## src/logic/xirq_pkg.sv

```systemverilog
// constants and types shared by the extended interrupt enable and priority block
package xirq_pkg;
	localparam int XIRQ_SRC_N = 16;
	localparam int XIRQ_HI_N = 8;
	localparam logic [7:0] XIRQ_ADDR_EN_ONE = 8'he6;
	localparam logic [7:0] XIRQ_ADDR_EN_TWO = 8'he7;
	localparam logic [7:0] XIRQ_ADDR_PRIO_ONE = 8'hf6;
	localparam logic [3:0] XIRQ_PAGE_PRIO = 4'hf;
	localparam logic [7:0] XIRQ_RESET_VAL = 8'h00;
	localparam logic [7:0] XIRQ_EN_TWO_WMASK = 8'hfe;
	localparam logic [4:0] XIRQ_NONE = 5'h1f;
	// enable-one bit positions
	localparam int XIRQ_BIT_TIMER3 = 7;
	localparam int XIRQ_BIT_DMA_DONE = 6;
	localparam int XIRQ_BIT_DMA_MID = 5;
	localparam int XIRQ_BIT_COUNTER = 4;
	localparam int XIRQ_BIT_ADC_DONE = 3;
	localparam int XIRQ_BIT_ADC_WIN = 2;
	localparam int XIRQ_BIT_RTC_ALARM = 1;
	localparam int XIRQ_BIT_TWOWIRE = 0;
	// enable-two bit positions
	localparam int XIRQ_BIT_I2C_SLAVE = 7;
	localparam int XIRQ_BIT_CS_SCAN_END = 6;
	localparam int XIRQ_BIT_CS_COMPARE = 5;
	localparam int XIRQ_BIT_CS_DONE = 4;
	localparam int XIRQ_BIT_MAC = 3;
	localparam int XIRQ_BIT_RTC_OSC = 2;
	localparam int XIRQ_BIT_PORT_MATCH = 1;
	localparam int XIRQ_BIT_RSVD = 0;
	typedef enum logic [1:0] {
		XIRQ_LVL_NONE = 2'b00,
		XIRQ_LVL_LOW = 2'b01,
		XIRQ_LVL_HIGH = 2'b10
	} xirq_level_t;
endpackage

```

## src/logic/xirq_req_if.sv

```systemverilog
// gated request vector and priority levels passed from gate to arbiter
`timescale 1ns/1ns
interface xirq_req_if;
	logic [xirq_pkg::XIRQ_SRC_N-1:0] gated;
	logic [xirq_pkg::XIRQ_SRC_N-1:0] high;
	modport gate (output gated, output high);
	modport arb (input gated, input high);
endinterface

```

## src/logic/xirq_gate.sv

```systemverilog
// per-source masking of raw flags and priority level assignment
`timescale 1ns/1ns
module xirq_gate (
	input wire logic [xirq_pkg::XIRQ_SRC_N-1:0] src_flag,
	input wire logic [7:0] en_one,
	input wire logic [7:0] en_two,
	input wire logic [7:0] prio_one,
	input wire logic global_irq_enable,
	xirq_req_if.gate req
);
	logic [xirq_pkg::XIRQ_SRC_N-1:0] en_all;
	// sources 0..7 are enable-one bits 7..0, sources 8..15 enable-two bits 7..0
	assign en_all = {en_two[0], en_two[1], en_two[2], en_two[3], en_two[4], en_two[5],
		en_two[6], en_two[7], en_one[0], en_one[1], en_one[2], en_one[3], en_one[4],
		en_one[5], en_one[6], en_one[7]};
	genvar i;
	generate
		for (i = 0; i < xirq_pkg::XIRQ_SRC_N; i++) begin : g_src
			// masking only hides the flag, never clears it
			assign req.gated[i] = src_flag[i] & en_all[i] & global_irq_enable;
			if (i < xirq_pkg::XIRQ_HI_N) begin : g_prio
				assign req.high[i] = prio_one[xirq_pkg::XIRQ_HI_N-1-i];
			end else begin : g_low
				// second priority register is outside this block
				assign req.high[i] = 1'b0;
			end
		end
	endgenerate
endmodule // xirq_gate

```

## src/logic/xirq_top.sv

```systemverilog
// extended interrupt enable and priority registers with request arbitration
`timescale 1ns/1ns
module xirq_top (
	input wire logic clk_sys,
	input wire logic rst,
	input wire logic [7:0] sfr_addr,
	input wire logic [3:0] sfr_page,
	input wire logic sfr_wr,
	input wire logic [7:0] sfr_wdata,
	output logic [7:0] sfr_rdata,
	input wire logic global_irq_enable,
	input wire logic timer3_low_overflow_flag,
	input wire logic timer3_high_overflow_flag,
	input wire logic dma_done_flag,
	input wire logic dma_midpoint_flag,
	input wire logic counter_array_flag,
	input wire logic adc_done_flag,
	input wire logic adc_window_flag,
	input wire logic rtc_alarm_flag,
	input wire logic twowire_flag,
	input wire logic i2c_slave_flag,
	input wire logic capsense_scan_end_flag,
	input wire logic capsense_compare_flag,
	input wire logic capsense_done_flag,
	input wire logic mac_unit_flag,
	input wire logic rtc_osc_fail_flag,
	input wire logic port_match_flag,
	input wire logic core_in_low_isr,
	input wire logic core_in_high_isr,
	output logic irq_req,
	output logic irq_high,
	output logic [4:0] irq_source,
	output logic [7:0] timer3_irq_enable_out,
	output logic [15:0] irq_gated
);
	logic [7:0] en_one_q;
	logic [7:0] en_two_q;
	logic [7:0] prio_one_q;
	logic [7:0] rdata_d;
	logic [xirq_pkg::XIRQ_SRC_N-1:0] flags;
	logic hit_en_one;
	logic hit_en_two;
	logic hit_prio_one;
	logic [4:0] src_d;
	xirq_pkg::xirq_level_t lvl_d;
	xirq_req_if req ();

	assign hit_en_one = (sfr_addr == xirq_pkg::XIRQ_ADDR_EN_ONE);
	assign hit_en_two = (sfr_addr == xirq_pkg::XIRQ_ADDR_EN_TWO);
	assign hit_prio_one = (sfr_addr == xirq_pkg::XIRQ_ADDR_PRIO_ONE)
		&& (sfr_page == xirq_pkg::XIRQ_PAGE_PRIO);

	// source index order: enable-one bit 7 down to bit 0 first, then enable-two bit 7 down to bit 0
	// slot 15 sits under the reserved enable bit, so it is tied low
	assign flags = {1'b0, port_match_flag, rtc_osc_fail_flag, mac_unit_flag, capsense_done_flag,
		capsense_compare_flag, capsense_scan_end_flag, i2c_slave_flag,
		twowire_flag, rtc_alarm_flag, adc_window_flag, adc_done_flag, counter_array_flag,
		dma_midpoint_flag, dma_done_flag,
		timer3_low_overflow_flag | timer3_high_overflow_flag};

	always_ff @(posedge clk_sys) begin
		if (rst) begin
			en_one_q <= xirq_pkg::XIRQ_RESET_VAL;
		end else if (sfr_wr && hit_en_one) begin
			en_one_q <= sfr_wdata;
		end
	end

	always_ff @(posedge clk_sys) begin
		if (rst) begin
			en_two_q <= xirq_pkg::XIRQ_RESET_VAL;
		end else if (sfr_wr && hit_en_two) begin
			// reserved bit held at reset value whatever software writes
			en_two_q <= sfr_wdata & xirq_pkg::XIRQ_EN_TWO_WMASK;
		end
	end

	always_ff @(posedge clk_sys) begin
		if (rst) begin
			prio_one_q <= xirq_pkg::XIRQ_RESET_VAL;
		end else if (sfr_wr && hit_prio_one) begin
			prio_one_q <= sfr_wdata;
		end
	end

	always_comb begin
		rdata_d = xirq_pkg::XIRQ_RESET_VAL;
		if (hit_en_one) begin
			rdata_d = en_one_q;
		end else if (hit_en_two) begin
			rdata_d = en_two_q;
		end else if (hit_prio_one) begin
			rdata_d = prio_one_q;
		end
	end

	always_ff @(posedge clk_sys) begin
		if (rst) begin
			sfr_rdata <= xirq_pkg::XIRQ_RESET_VAL;
		end else begin
			sfr_rdata <= rdata_d;
		end
	end

	xirq_gate u_gate (
		.src_flag(flags),
		.en_one(en_one_q),
		.en_two(en_two_q),
		.prio_one(prio_one_q),
		.global_irq_enable(global_irq_enable),
		.req(req)
	);

	// lowest index wins within a level; high level scanned last so it overrides low
	always_comb begin
		src_d = xirq_pkg::XIRQ_NONE;
		lvl_d = xirq_pkg::XIRQ_LVL_NONE;
		for (int k = xirq_pkg::XIRQ_SRC_N - 1; k >= 0; k--) begin
			if (req.gated[k] && !req.high[k]) begin
				src_d = 5'(k);
				lvl_d = xirq_pkg::XIRQ_LVL_LOW;
			end
		end
		for (int k = xirq_pkg::XIRQ_SRC_N - 1; k >= 0; k--) begin
			if (req.gated[k] && req.high[k]) begin
				src_d = 5'(k);
				lvl_d = xirq_pkg::XIRQ_LVL_HIGH;
			end
		end
		// only high preempts low: in high service nothing; in low service only high
		if (core_in_high_isr || (core_in_low_isr && lvl_d != xirq_pkg::XIRQ_LVL_HIGH)) begin
			src_d = xirq_pkg::XIRQ_NONE;
			lvl_d = xirq_pkg::XIRQ_LVL_NONE;
		end
	end

	always_ff @(posedge clk_sys) begin
		if (rst) begin
			irq_req <= 1'b0;
			irq_high <= 1'b0;
			irq_source <= xirq_pkg::XIRQ_NONE;
		end else begin
			irq_req <= (lvl_d != xirq_pkg::XIRQ_LVL_NONE);
			irq_high <= (lvl_d == xirq_pkg::XIRQ_LVL_HIGH);
			irq_source <= src_d;
		end
	end

	always_ff @(posedge clk_sys) begin
		if (rst) begin
			irq_gated <= 16'h0000;
			timer3_irq_enable_out <= xirq_pkg::XIRQ_RESET_VAL;
		end else begin
			irq_gated <= req.gated;
			timer3_irq_enable_out <= en_one_q;
		end
	end

	// a lone request is presented at the level its priority bit selects
	for (genvar p = 0; p < xirq_pkg::XIRQ_HI_N; p++) begin : g_prio_chk

	end
endmodule // xirq_top

```

## config.mk

```make
export PLATFORM = sky130hd
export DESIGN_NAME = xirq_top
export DESIGN_NICKNAME = d
export VERILOG_FILES = /design/src/logic/xirq_pkg.sv /design/src/logic/xirq_req_if.sv /design/src/logic/xirq_gate.sv /design/src/logic/xirq_top.sv
export SDC_FILE = /design/constraint.sdc
export NUM_CORES = 1
export LEC_CHECK = 0
export ABC_AREA = 1
export ABC_CLOCK_PERIOD_IN_PS = 1700
export BUFFER_PORTS_ARGS = -buffer_cell sky130_fd_sc_hd__buf_2
export CAP_MARGIN = 20
export CORE_MARGIN = 3
export CORE_UTILIZATION = 50
export DETAILED_ROUTE_END_ITERATION = 6
export PLACE_DENSITY = 0.79
export SYNTH_ARGS = -nofsm -noshare
export SYNTH_HDL_FRONTEND = slang
export SYNTH_SLANG_ARGS = --single-unit
```

## constraint.sdc

```tcl
create_clock -name clk_sys -period 1.7 [get_ports clk_sys]
set_input_delay 0.085 -clock clk_sys [delete_from_list [all_inputs] [get_ports clk_sys]]
set_output_delay 0.085 -clock clk_sys [all_outputs]
set_load 0.02 [all_outputs]
```

# Yosys cells after proc, flatten, opt, wreduce, memory -nomap -nowiden
# Cells that the tools add are included.
[totals] regBits=62 latchBits=0 ram_bits=0 romBits=0 inputBits=42 output_inout_bits=39 mem_count=0
[classes] add_sub_neg=0 n_mul=0 div=0 n_lt_le_gt_ge=0 eq_ne=6 n_shift=0 n_mux=50 bitwise_logic=31 n_reduce_logical=32
[op_table] operator="5-bit two-way mux" count=23
[op_table] operator="2-bit two-way mux" count=23
[op_table] operator="1-bit AND" count=30
[op_table] operator="8-bit == test (second input constant)" count=3
[op_table] operator="8-bit two-way mux" count=3
[op_table] operator="1-bit logical AND" count=21
[op_table] operator="1-bit zero test" count=8
[op_table] operator="4-bit == test (second input constant)" count=1
[op_table] operator="2-bit == test (second input constant)" count=1
[op_table] operator="2-bit inequality test (second input constant)" count=1
[op_table] operator="2-bit nonzero test" count=1
[op_table] operator="2-bit OR reduction" count=1
[op_table] operator="1-bit logical OR" count=1
[op_table] operator="1-bit two-way mux" count=1
[op_table] operator="1-bit bitwise OR" count=1

# Logic depth before layout (Yosys ltp)
# Gate-level depths: netlist of the first run.
[depth] ltp_word=30 mapped_depth=25 ltp_nobuf=25

# By module
# From an unflattened synthesis of the first run, not the netlist that was laid out.
[hier_totals] hier_cells=411 area_unflattened_um2=2832.7
[modules_own_cells] mod="xirq_top" n_inst=1 cells_each=360 area_per_inst_um2=2573.7 seq_area_each_um2=1241.2
[modules_own_cells] mod="xirq_gate" n_inst=1 cells_each=51 area_per_inst_um2=259.0 seq_area_each_um2=0.0

# Worst setup path before layout of the first run
# Ideal clock, no wire load.
[synth_timing] path_type="reg2reg" from="register en_two_q[1]" to="register irq_source[0]" setup_time_ns=0.125 t_arrival_ns=1.449 t_required_ns=1.575 setup_slack_ns=0.126 stages_incl_launch_ff=26 synth_period_minus_slack_ns=1.574 cell_sequence="dfxtp_1 nand2_1 nor2_4 nand2_1 nand2_1 nand2_1 nand2_1 nand2_1 nand2_1 nand2_1 nand2_1 nand2_1 nand2_1 nand2_1 nand2_1 nand2_1 nand2_1 nand2_1 nand2_1 nand2_1 nand2_1 nand2_1 nand2_1 nand2_1 nand2_1 nand2_1"
[synth_via] elab_chain_len=29 word_cells_on_any_way=52
[synth_rtl] element="start, declared" line="xirq_top.sv:37" source="logic [7:0] en_two_q;"
[synth_rtl] element="start signal, assigned" line="xirq_top.sv:71" source="en_two_q <= xirq_pkg::XIRQ_RESET_VAL;"
[synth_rtl] element="start signal, assigned" line="xirq_top.sv:74" source="en_two_q <= sfr_wdata & xirq_pkg::XIRQ_EN_TWO_WMASK;"
[synth_rtl] element="1-bit AND (*) (2 in series)" line="xirq_gate.sv:20" source="assign req.gated[i] = src_flag[i] & en_all[i] & global_irq_enable;"
[synth_rtl] element="1-bit two-way mux" line="xirq_top.sv:119" source="if (req.gated[k] && !req.high[k]) begin"
[synth_rtl] element="2-bit two-way mux (14 in series)" line="xirq_top.sv:119"
[synth_rtl] element="2-bit two-way mux (8 in series)" line="xirq_top.sv:125" source="if (req.gated[k] && req.high[k]) begin"
[synth_rtl] element="2-bit inequality test" line="xirq_top.sv:131" source="if (core_in_high_isr || (core_in_low_isr && lvl_d != xirq_pkg::XIRQ_LVL_HIGH)) begin"
[synth_rtl] element="1-bit logical AND" line="xirq_top.sv:131"
[synth_rtl] element="1-bit logical OR" line="xirq_top.sv:131"
[synth_rtl] element="2-bit OR reduction (no line)"
[synth_rtl] element="end signal, assigned" line="xirq_top.sv:141" source="irq_source <= xirq_pkg::XIRQ_NONE;"
[synth_rtl] element="end signal, assigned" line="xirq_top.sv:145" source="irq_source <= src_d;"
[synth_rtl] element="end, declared" line="xirq_top.sv:32" source="output logic [4:0] irq_source,"
# Every way passes the cells marked *; elsewhere a longest branch is shown, timed or not.
# A chain may end at the register's enable or synchronous reset.

# Worst setup path in the final report of the first run
# Same ends and word-level chain as after synthesis.

==> results of run 1 <==
[cells in the mapped netlist (all sizes together)]
cell	count
inv	62
o21ai	23
a211oi	9
nand2	50
nand3	18
a21oi	17
conb	1
a31oi	1
nor3	3
nor2	62
nand3b	2
o221ai	1
nor4	3
nor3b	1
dfxtp	61
buf	2
clkbuf	9
o22ai	6
nand4	6
[kinds of logic (layout without fill, tap and decap cells)]
logic type,count (synthesis),in the layout
buffers and inverters,73,176
AOI/OAI and AO/OA,57,57
other,1,1
and+or+nand+nor,145,145
DFF,61,61
[timing repair]
| action | CTS | global route |
|---|---|---|
| pin swaps | 0 | 1 |
| resized for setup | 2 | 0 |
| hold endpoints to repair | 7 | 0 |
| setup buffers | 0 | 1 |
| hold buffers | 4 | 0 |
| endpoints found under the setup margin | 1 | 5 |
[sequential cells by signal (all words and copies together) (netlist names)]
name,cells
irq_req,1
sfr_rdata,8
irq_gated,15
prio_one_q,8
irq_source,5
en_two_q,7
irq_high,1
en_one_q,8
timer3_irq_enable_out,8
[tightest hold or removal path: stages]
cell,delay (ns)
buf_2,0.10
nand3_2,0.08
nor2_1,0.04
[power groups by stage]
stage | clock network (mW) | registers [mW] | logic [mW]
floorplan | 0 | 1.46 | 0.0496
global route | 1.43 | 1.43 | 0.147
global placement | 0 | 1.46 | 0.123
finish | 1.33 | 1.43 | 0.134
CTS | 1.35 | 1.43 | 0.132
detailed placement | 0 | 1.46 | 0.124
[path summary, 6_finish.rpt]
path	start	endpoint	slack [ns]
worst min-delay path	capsense_scan_end_flag	irq_gated[9]$_SDFF_PP0_	0.02
worst max-delay path	en_two_q[1]$_SDFFE_PP0P_	irq_source[0]$_SDFF_PP1_	0.02
worst min register to register	en_one_q[6]$_SDFFE_PP0P_	timer3_irq_enable_out[6]$_SDFF_PP0_	0.48
worst max register to register	en_two_q[1]$_SDFFE_PP0P_	irq_source[0]$_SDFF_PP1_	0.02
[per-layer routing]
metal | up-vias | routed length [microns] | share of wire
met3 | 10 | 558 | 0.090
li1 | 1265 | - | -
met4 | 0 | 102 | 0.016
met5 | - | 0 | 0
met2 | 106 | 2850 | 0.46
met1 | 1053 | 2710 | 0.44
[layout make-up]
| class | count | area (sq um) | share of cell area |
|---|---|---|---|
| multi-input cells | 203 | 971 | 0.297 |
| inverters | 62 | 233 | 0.0713 |
| well taps | 65 | 81.3 | 0.0249 |
| clock inverters | 4 | 45.0 | 0.0138 |
| clock buffers | 12 | 165 | 0.0506 |
| flip-flops and latches | 61 | 1220 | 0.374 |
| repair buffers | 98 | 548 | 0.168 |
==> flow_metrics.tcl, run 1 <==
set metrics [dict create \
    placed_cell_area_sq_um 3000 \
    crit_buf_inv 0 \
    cp.arrival_ns 1.90 \
    antenna_found_initial 0 \
    synth.net_count 379 \
    syn-cell-area_sq_um 2470 \
    grt_pass1_wl_microns 10300 \
    grt_pass1_vias 2257 \
    yosys.area_share.xor_xnor 0 \
    syn_inst 337 \
    cts_sinks 61 \
    layout-drive-gt1-share 0.273 \
    grtUsageMet2 0.367 \
    maxCapViolCount 0 \
    period_needed_ns 1.68 \
    tritoncts "yes" \
    die_area_sq_um 5830 \
    die_y_microns 76.4 \
    area_growth_pct 32.0 \
    cp_max_fo 2 \
    p_per_area_nw_per_um2 887 \
    dp_hpwl_microns 4680 \
    clockPowerShare 0.460 \
    crit_path_end_kind "flop" \
    slowest_stage "dfxtp_2" \
    use_met1 0.272 \
    yosys_warnings 0 \
    vdd_ir_drop_max_v 0.000539 \
    grt_max_degree 22 \
    slew_headroom 0.638 \
    cts_root_buffer "clkbuf_8" \
    internal-power_mw 2.28 \
    ys_ff_latch 61 \
    fin_cells 505 \
    portBuffers 79 \
    grt_overflow 0 \
    final_common_cell "buf_2" \
    synth_top_family_by_area "simple AND/OR/NAND/NOR gates" \
    hold-worst-slack_ns 0.0186 \
    clk_pin_slew_worst_paths_ns 0.06 \
    synth_top_area_cell "dfxtp_1" \
    hp-class "in2reg" \
    syn_avg_cell_area_sq_um 7.34 \
    ant_nets 0 \
    core_area_sq_um 4560 \
    seqPwrFrac 0.494 \
    ys_seq_area_frac 0.493 \
    synth.mux.area_fraction 0 \
    start_util 0.542 \
    cp.required_ns 1.93 \
    switching_share 0.214 \
    drt_iter0_markers 161 \
    tightest_slew_ns 0.542 \
    netlist.area_leader.share 0.493 \
    dp_cells 484 \
    criticalPathCategory "reg2reg" \
    layout_setup_ws_ns 0.0233 \
    htreeDepth 3 \
    dp_slack_ns -0.0253 \
    layout_common_cells "buf_2 (79), nor2_1 (61), inv_1 (60), dfxtp_1 (60), nand2_1 (49)" \
    power_mw 2.90 \
    fmax_ghz 0.596 \
    grt_util_met3 0.0709 \
    fillCellCount 391 \
    setup_viol 0 \
    crit_top_cell "nand2_1" \
    drv_slew 0 \
    wl_microns 6220 \
    start_kind "flop" \
    place_congestion 0.896 \
    synth_fa_ha_area_frac 0 \
    power.switching_uw 620 \
    stdcell_area_sq_um 3270 \
    final_util 0.715 \
    first_pass_iters 4 \
    crit_family "simple AND/OR/NAND/NOR gates" \
    holdPathStages 3 \
    fin_worst_skew_ns 0.00676 \
    finalCritPeriodShare 0.986 \
    insertion_delay_ns 0.33 \
    die_w_microns 76.4 \
    ff2ff_path_depth 25 \
    wl_per_cell_microns 12.3 \
    top_usage_layer "met2" \
    yosys.cell_types.count 25 \
    synth_area_leaders "dfxtp_1 (49%), nor2_1 (9.3%), inv_1 (9.1%)" \
    status "finished clean" \
    viasPerCell 4.82 \
    diodes 0 \
    cp.depth 25 \
    rsz0062_at_grt "true" \
    clk_path_buf_depth 2 \
    cts_made_buffers 9 \
    synth_compound_area_frac 0.131 \
    finalHoldViolCount 0 \
    synth-simple-area-share 0.258 \
    vias 2434 \
    ios 81 \
    gr-usage-all-layers 0.222 \
    leakagePower_nw 1.63 \
    row_count 24 \
    drc 0 \
    power_frac_comb 0.046 \
    crit_path_max_incr_delay_ns 0.33 \
    layout.nets 477 \
    finalSetupTns_ns 0 \
]
Power figures use the tool's default switching activity.
==> run 2, diff against run 1 <==
- ABC_CLOCK_PERIOD_IN_PS: 1700 -> 2100
- CORE_UTILIZATION: 50 -> 54
- PLACE_DENSITY: 0.79 -> 0.84
- clock period: 1.7 -> 2.1 ns (I/O delays scaled with it)
==> flow_metrics.tcl, run 2 (synthesis gave the netlist of run 1 again) <==
set metrics [dict create \
    status "finished clean" \
    core_area_sq_um 4200 \
    clk_pin_slew_worst_paths_ns 0.06 \
    placed_cell_area_sq_um 2910 \
    largest_reg_flops 15 \
    grt_pass1_vias 2309 \
    power.switching_uw 482 \
    grt_overflow 0 \
    layout_common_cells "buf_2 (79), nor2_1 (61), dfxtp_1 (61)" \
    p_per_area_nw_per_um2 698 \
    holdPathStages 3 \
    cts_root_buffer "clkbuf_8" \
    ctsHoldBuffers 1 \
    start_kind "flop" \
    ant_nets 0 \
    leakagePower_nw 1.55 \
    cp_max_fo 2 \
    dp_slack_ns 0.202 \
    power_mw 2.15 \
    cts_resized 0 \
    hp-start "sfr_wdata[0]" \
    clk_path_buf_depth 2 \
    tightest_slew_ns 0.546 \
    regMostFlops "irq_gated" \
    criticalPathCategory "reg2reg" \
    finalSetupTns_ns 0 \
    period_needed_ns 1.86 \
    htreeDepth 3 \
    gr-usage-all-layers 0.243 \
    drt_iter0_markers 175 \
    tritoncts "yes" \
    internal-power_mw 1.67 \
    drc 0 \
    portBuffers 79 \
    wl_per_cell_microns 13.1 \
    rsz0062_at_grt "false" \
    die_area_sq_um 5430 \
    dp_hpwl_microns 4660 \
    ios 81 \
    holdPathEnd "prio_one_q[0]$_SDFFE_PP0P_" \
    insertion_delay_ns 0.34 \
    timing.rr.end "irq_source[0]$_SDFF_PP1_" \
    grt_pass1_wl_microns 10000 \
    layout-drive-gt1-share 0.245 \
    finalHoldViolCount 0 \
    clockPowerShare 0.417 \
    grt_max_degree 36 \
    finalCritPeriodShare 0.884 \
    cp.arrival_ns 2.07 \
    slew_headroom 0.636 \
    wl_microns 6220 \
    maxCapViolCount 0 \
    regToRegStartpoint "en_two_q[1]$_SDFFE_PP0P_" \
    hp-class "in2reg" \
    ff2ff_path_depth 25 \
    vdd_ir_drop_max_v 0.000563 \
    setup_viol 0 \
    stdcell_area_sq_um 3090 \
    switching_share 0.224 \
    drv_slew 0 \
    final_common_cell "buf_2" \
    layout.nets 463 \
    antenna_found_initial 0 \
    vias 2465 \
    fin_worst_skew_ns 0.00819 \
    cts_sinks 61 \
    area_growth_pct 24.7 \
    diodes 0 \
    die_w_microns 73.7 \
    viasPerCell 5.20 \
    layout_setup_ws_ns 0.243 \
    place_congestion 0.917 \
    cts_made_buffers 9 \
    seqPwrFrac 0.538 \
    die_y_microns 73.7 \
    r2r_setup_slack_ns 0.24 \
    row_count 23 \
    first_pass_iters 5 \
    power_frac_comb 0.045 \
    cts_setup_buffers 0 \
    crit_path_end_kind "flop" \
    cp.required_ns 2.32 \
    start_util 0.589 \
    fmax_ghz 0.539 \
]
[run 2: cell types whose count changed in the layout (fill, tap and decap cells not counted), sizes merged]
cell / change
buf: -11
dlygate4sd3: -3
clkinv: -1
bufinv: -1
[run 2: critical path, stage by stage (launching register included)]
cell	delay, ns
dfxtp_1	0.33
nand2_1	0.12
nor2_4	0.11
nand2_1	0.05
nand2_1	0.05
nand2_1	0.05
nand2_1	0.05
nand2_1	0.05
nand2_1	0.06
nand2_1	0.06
nand2_1	0.05
nand2_1	0.05
nand2_1	0.07
nand2_1	0.05
nand2_1	0.05
nand2_1	0.04
nand2_1	0.06
nand2_1	0.05
nand2_1	0.05
nand2_1	0.04
nand2_1	0.05
nand2_1	0.05
nand2_1	0.05
nand2_1	0.04
nand2_1	0.05
nand2_1	0.04
[run 2: worst max-delay path by stage]
stage                     slack, ns                startpoint                        to  cells after the start
final                          0.24  en_two_q[1]$_SDFFE_PP0P_  irq_source[0]$_SDFF_PP1_                     25
after global routing           0.03  en_two_q[1]$_SDFFE_PP0P_  irq_source[0]$_SDFF_PP1_                     25
after detailed placement       0.20         global_irq_enable  irq_source[0]$_SDFF_PP1_                     26
after global placement         0.27         global_irq_enable  irq_source[0]$_SDFF_PP1_                     26
after floorplan                0.53  en_two_q[1]$_SDFFE_PP0P_  irq_source[0]$_SDFF_PP1_                     25
after CTS                      0.26  en_two_q[1]$_SDFFE_PP0P_  irq_source[0]$_SDFF_PP1_                     25
[run 2: stage by stage]
step / hold slack [ns] / utilization / std cells
floorplan: 0.184 / - / 337
global placement: 0.307 / 0.693 / 459
detailed placement: 0.307 / 0.693 / 459
CTS: 0.00675 / 0.734 / 474
global route: 0.0346 / 0.734 / 474
finish: 0.0112 / 0.734 / 474
[run 2: per-layer routing]
| metal | up-vias | global-route usage | part of all wire |
|---|---|---|---|
| li1 | 1232 | - | - |
| met1 | 1093 | 0.290 | 0.41 |
| met2 | 125 | 0.410 | 0.47 |
| met3 | 15 | 0.0575 | 0.098 |
| met4 | 0 | 0.107 | 0.015 |
| met5 | - | 0 | 0 |
[run 2: layout make-up]
cell class	instances	area, sq um
flip-flops and latches	61	1220
fillers	352	1120
multi-input cells	203	968
repair buffers	84	435
inverters	62	233
clock buffers	12	155
well taps	50	62.6
clock inverters	2	10.0
[run 2: power by group through the flow]
stage	combinational, mW	sequential [mW]	clock, mW
after floorplan	0.0402	1.18	0
after global placement	0.0929	1.18	0
after detailed placement	0.0950	1.18	0
after CTS	0.0965	1.16	0.900
after global routing	0.108	1.16	0.942
final	0.0975	1.16	0.898
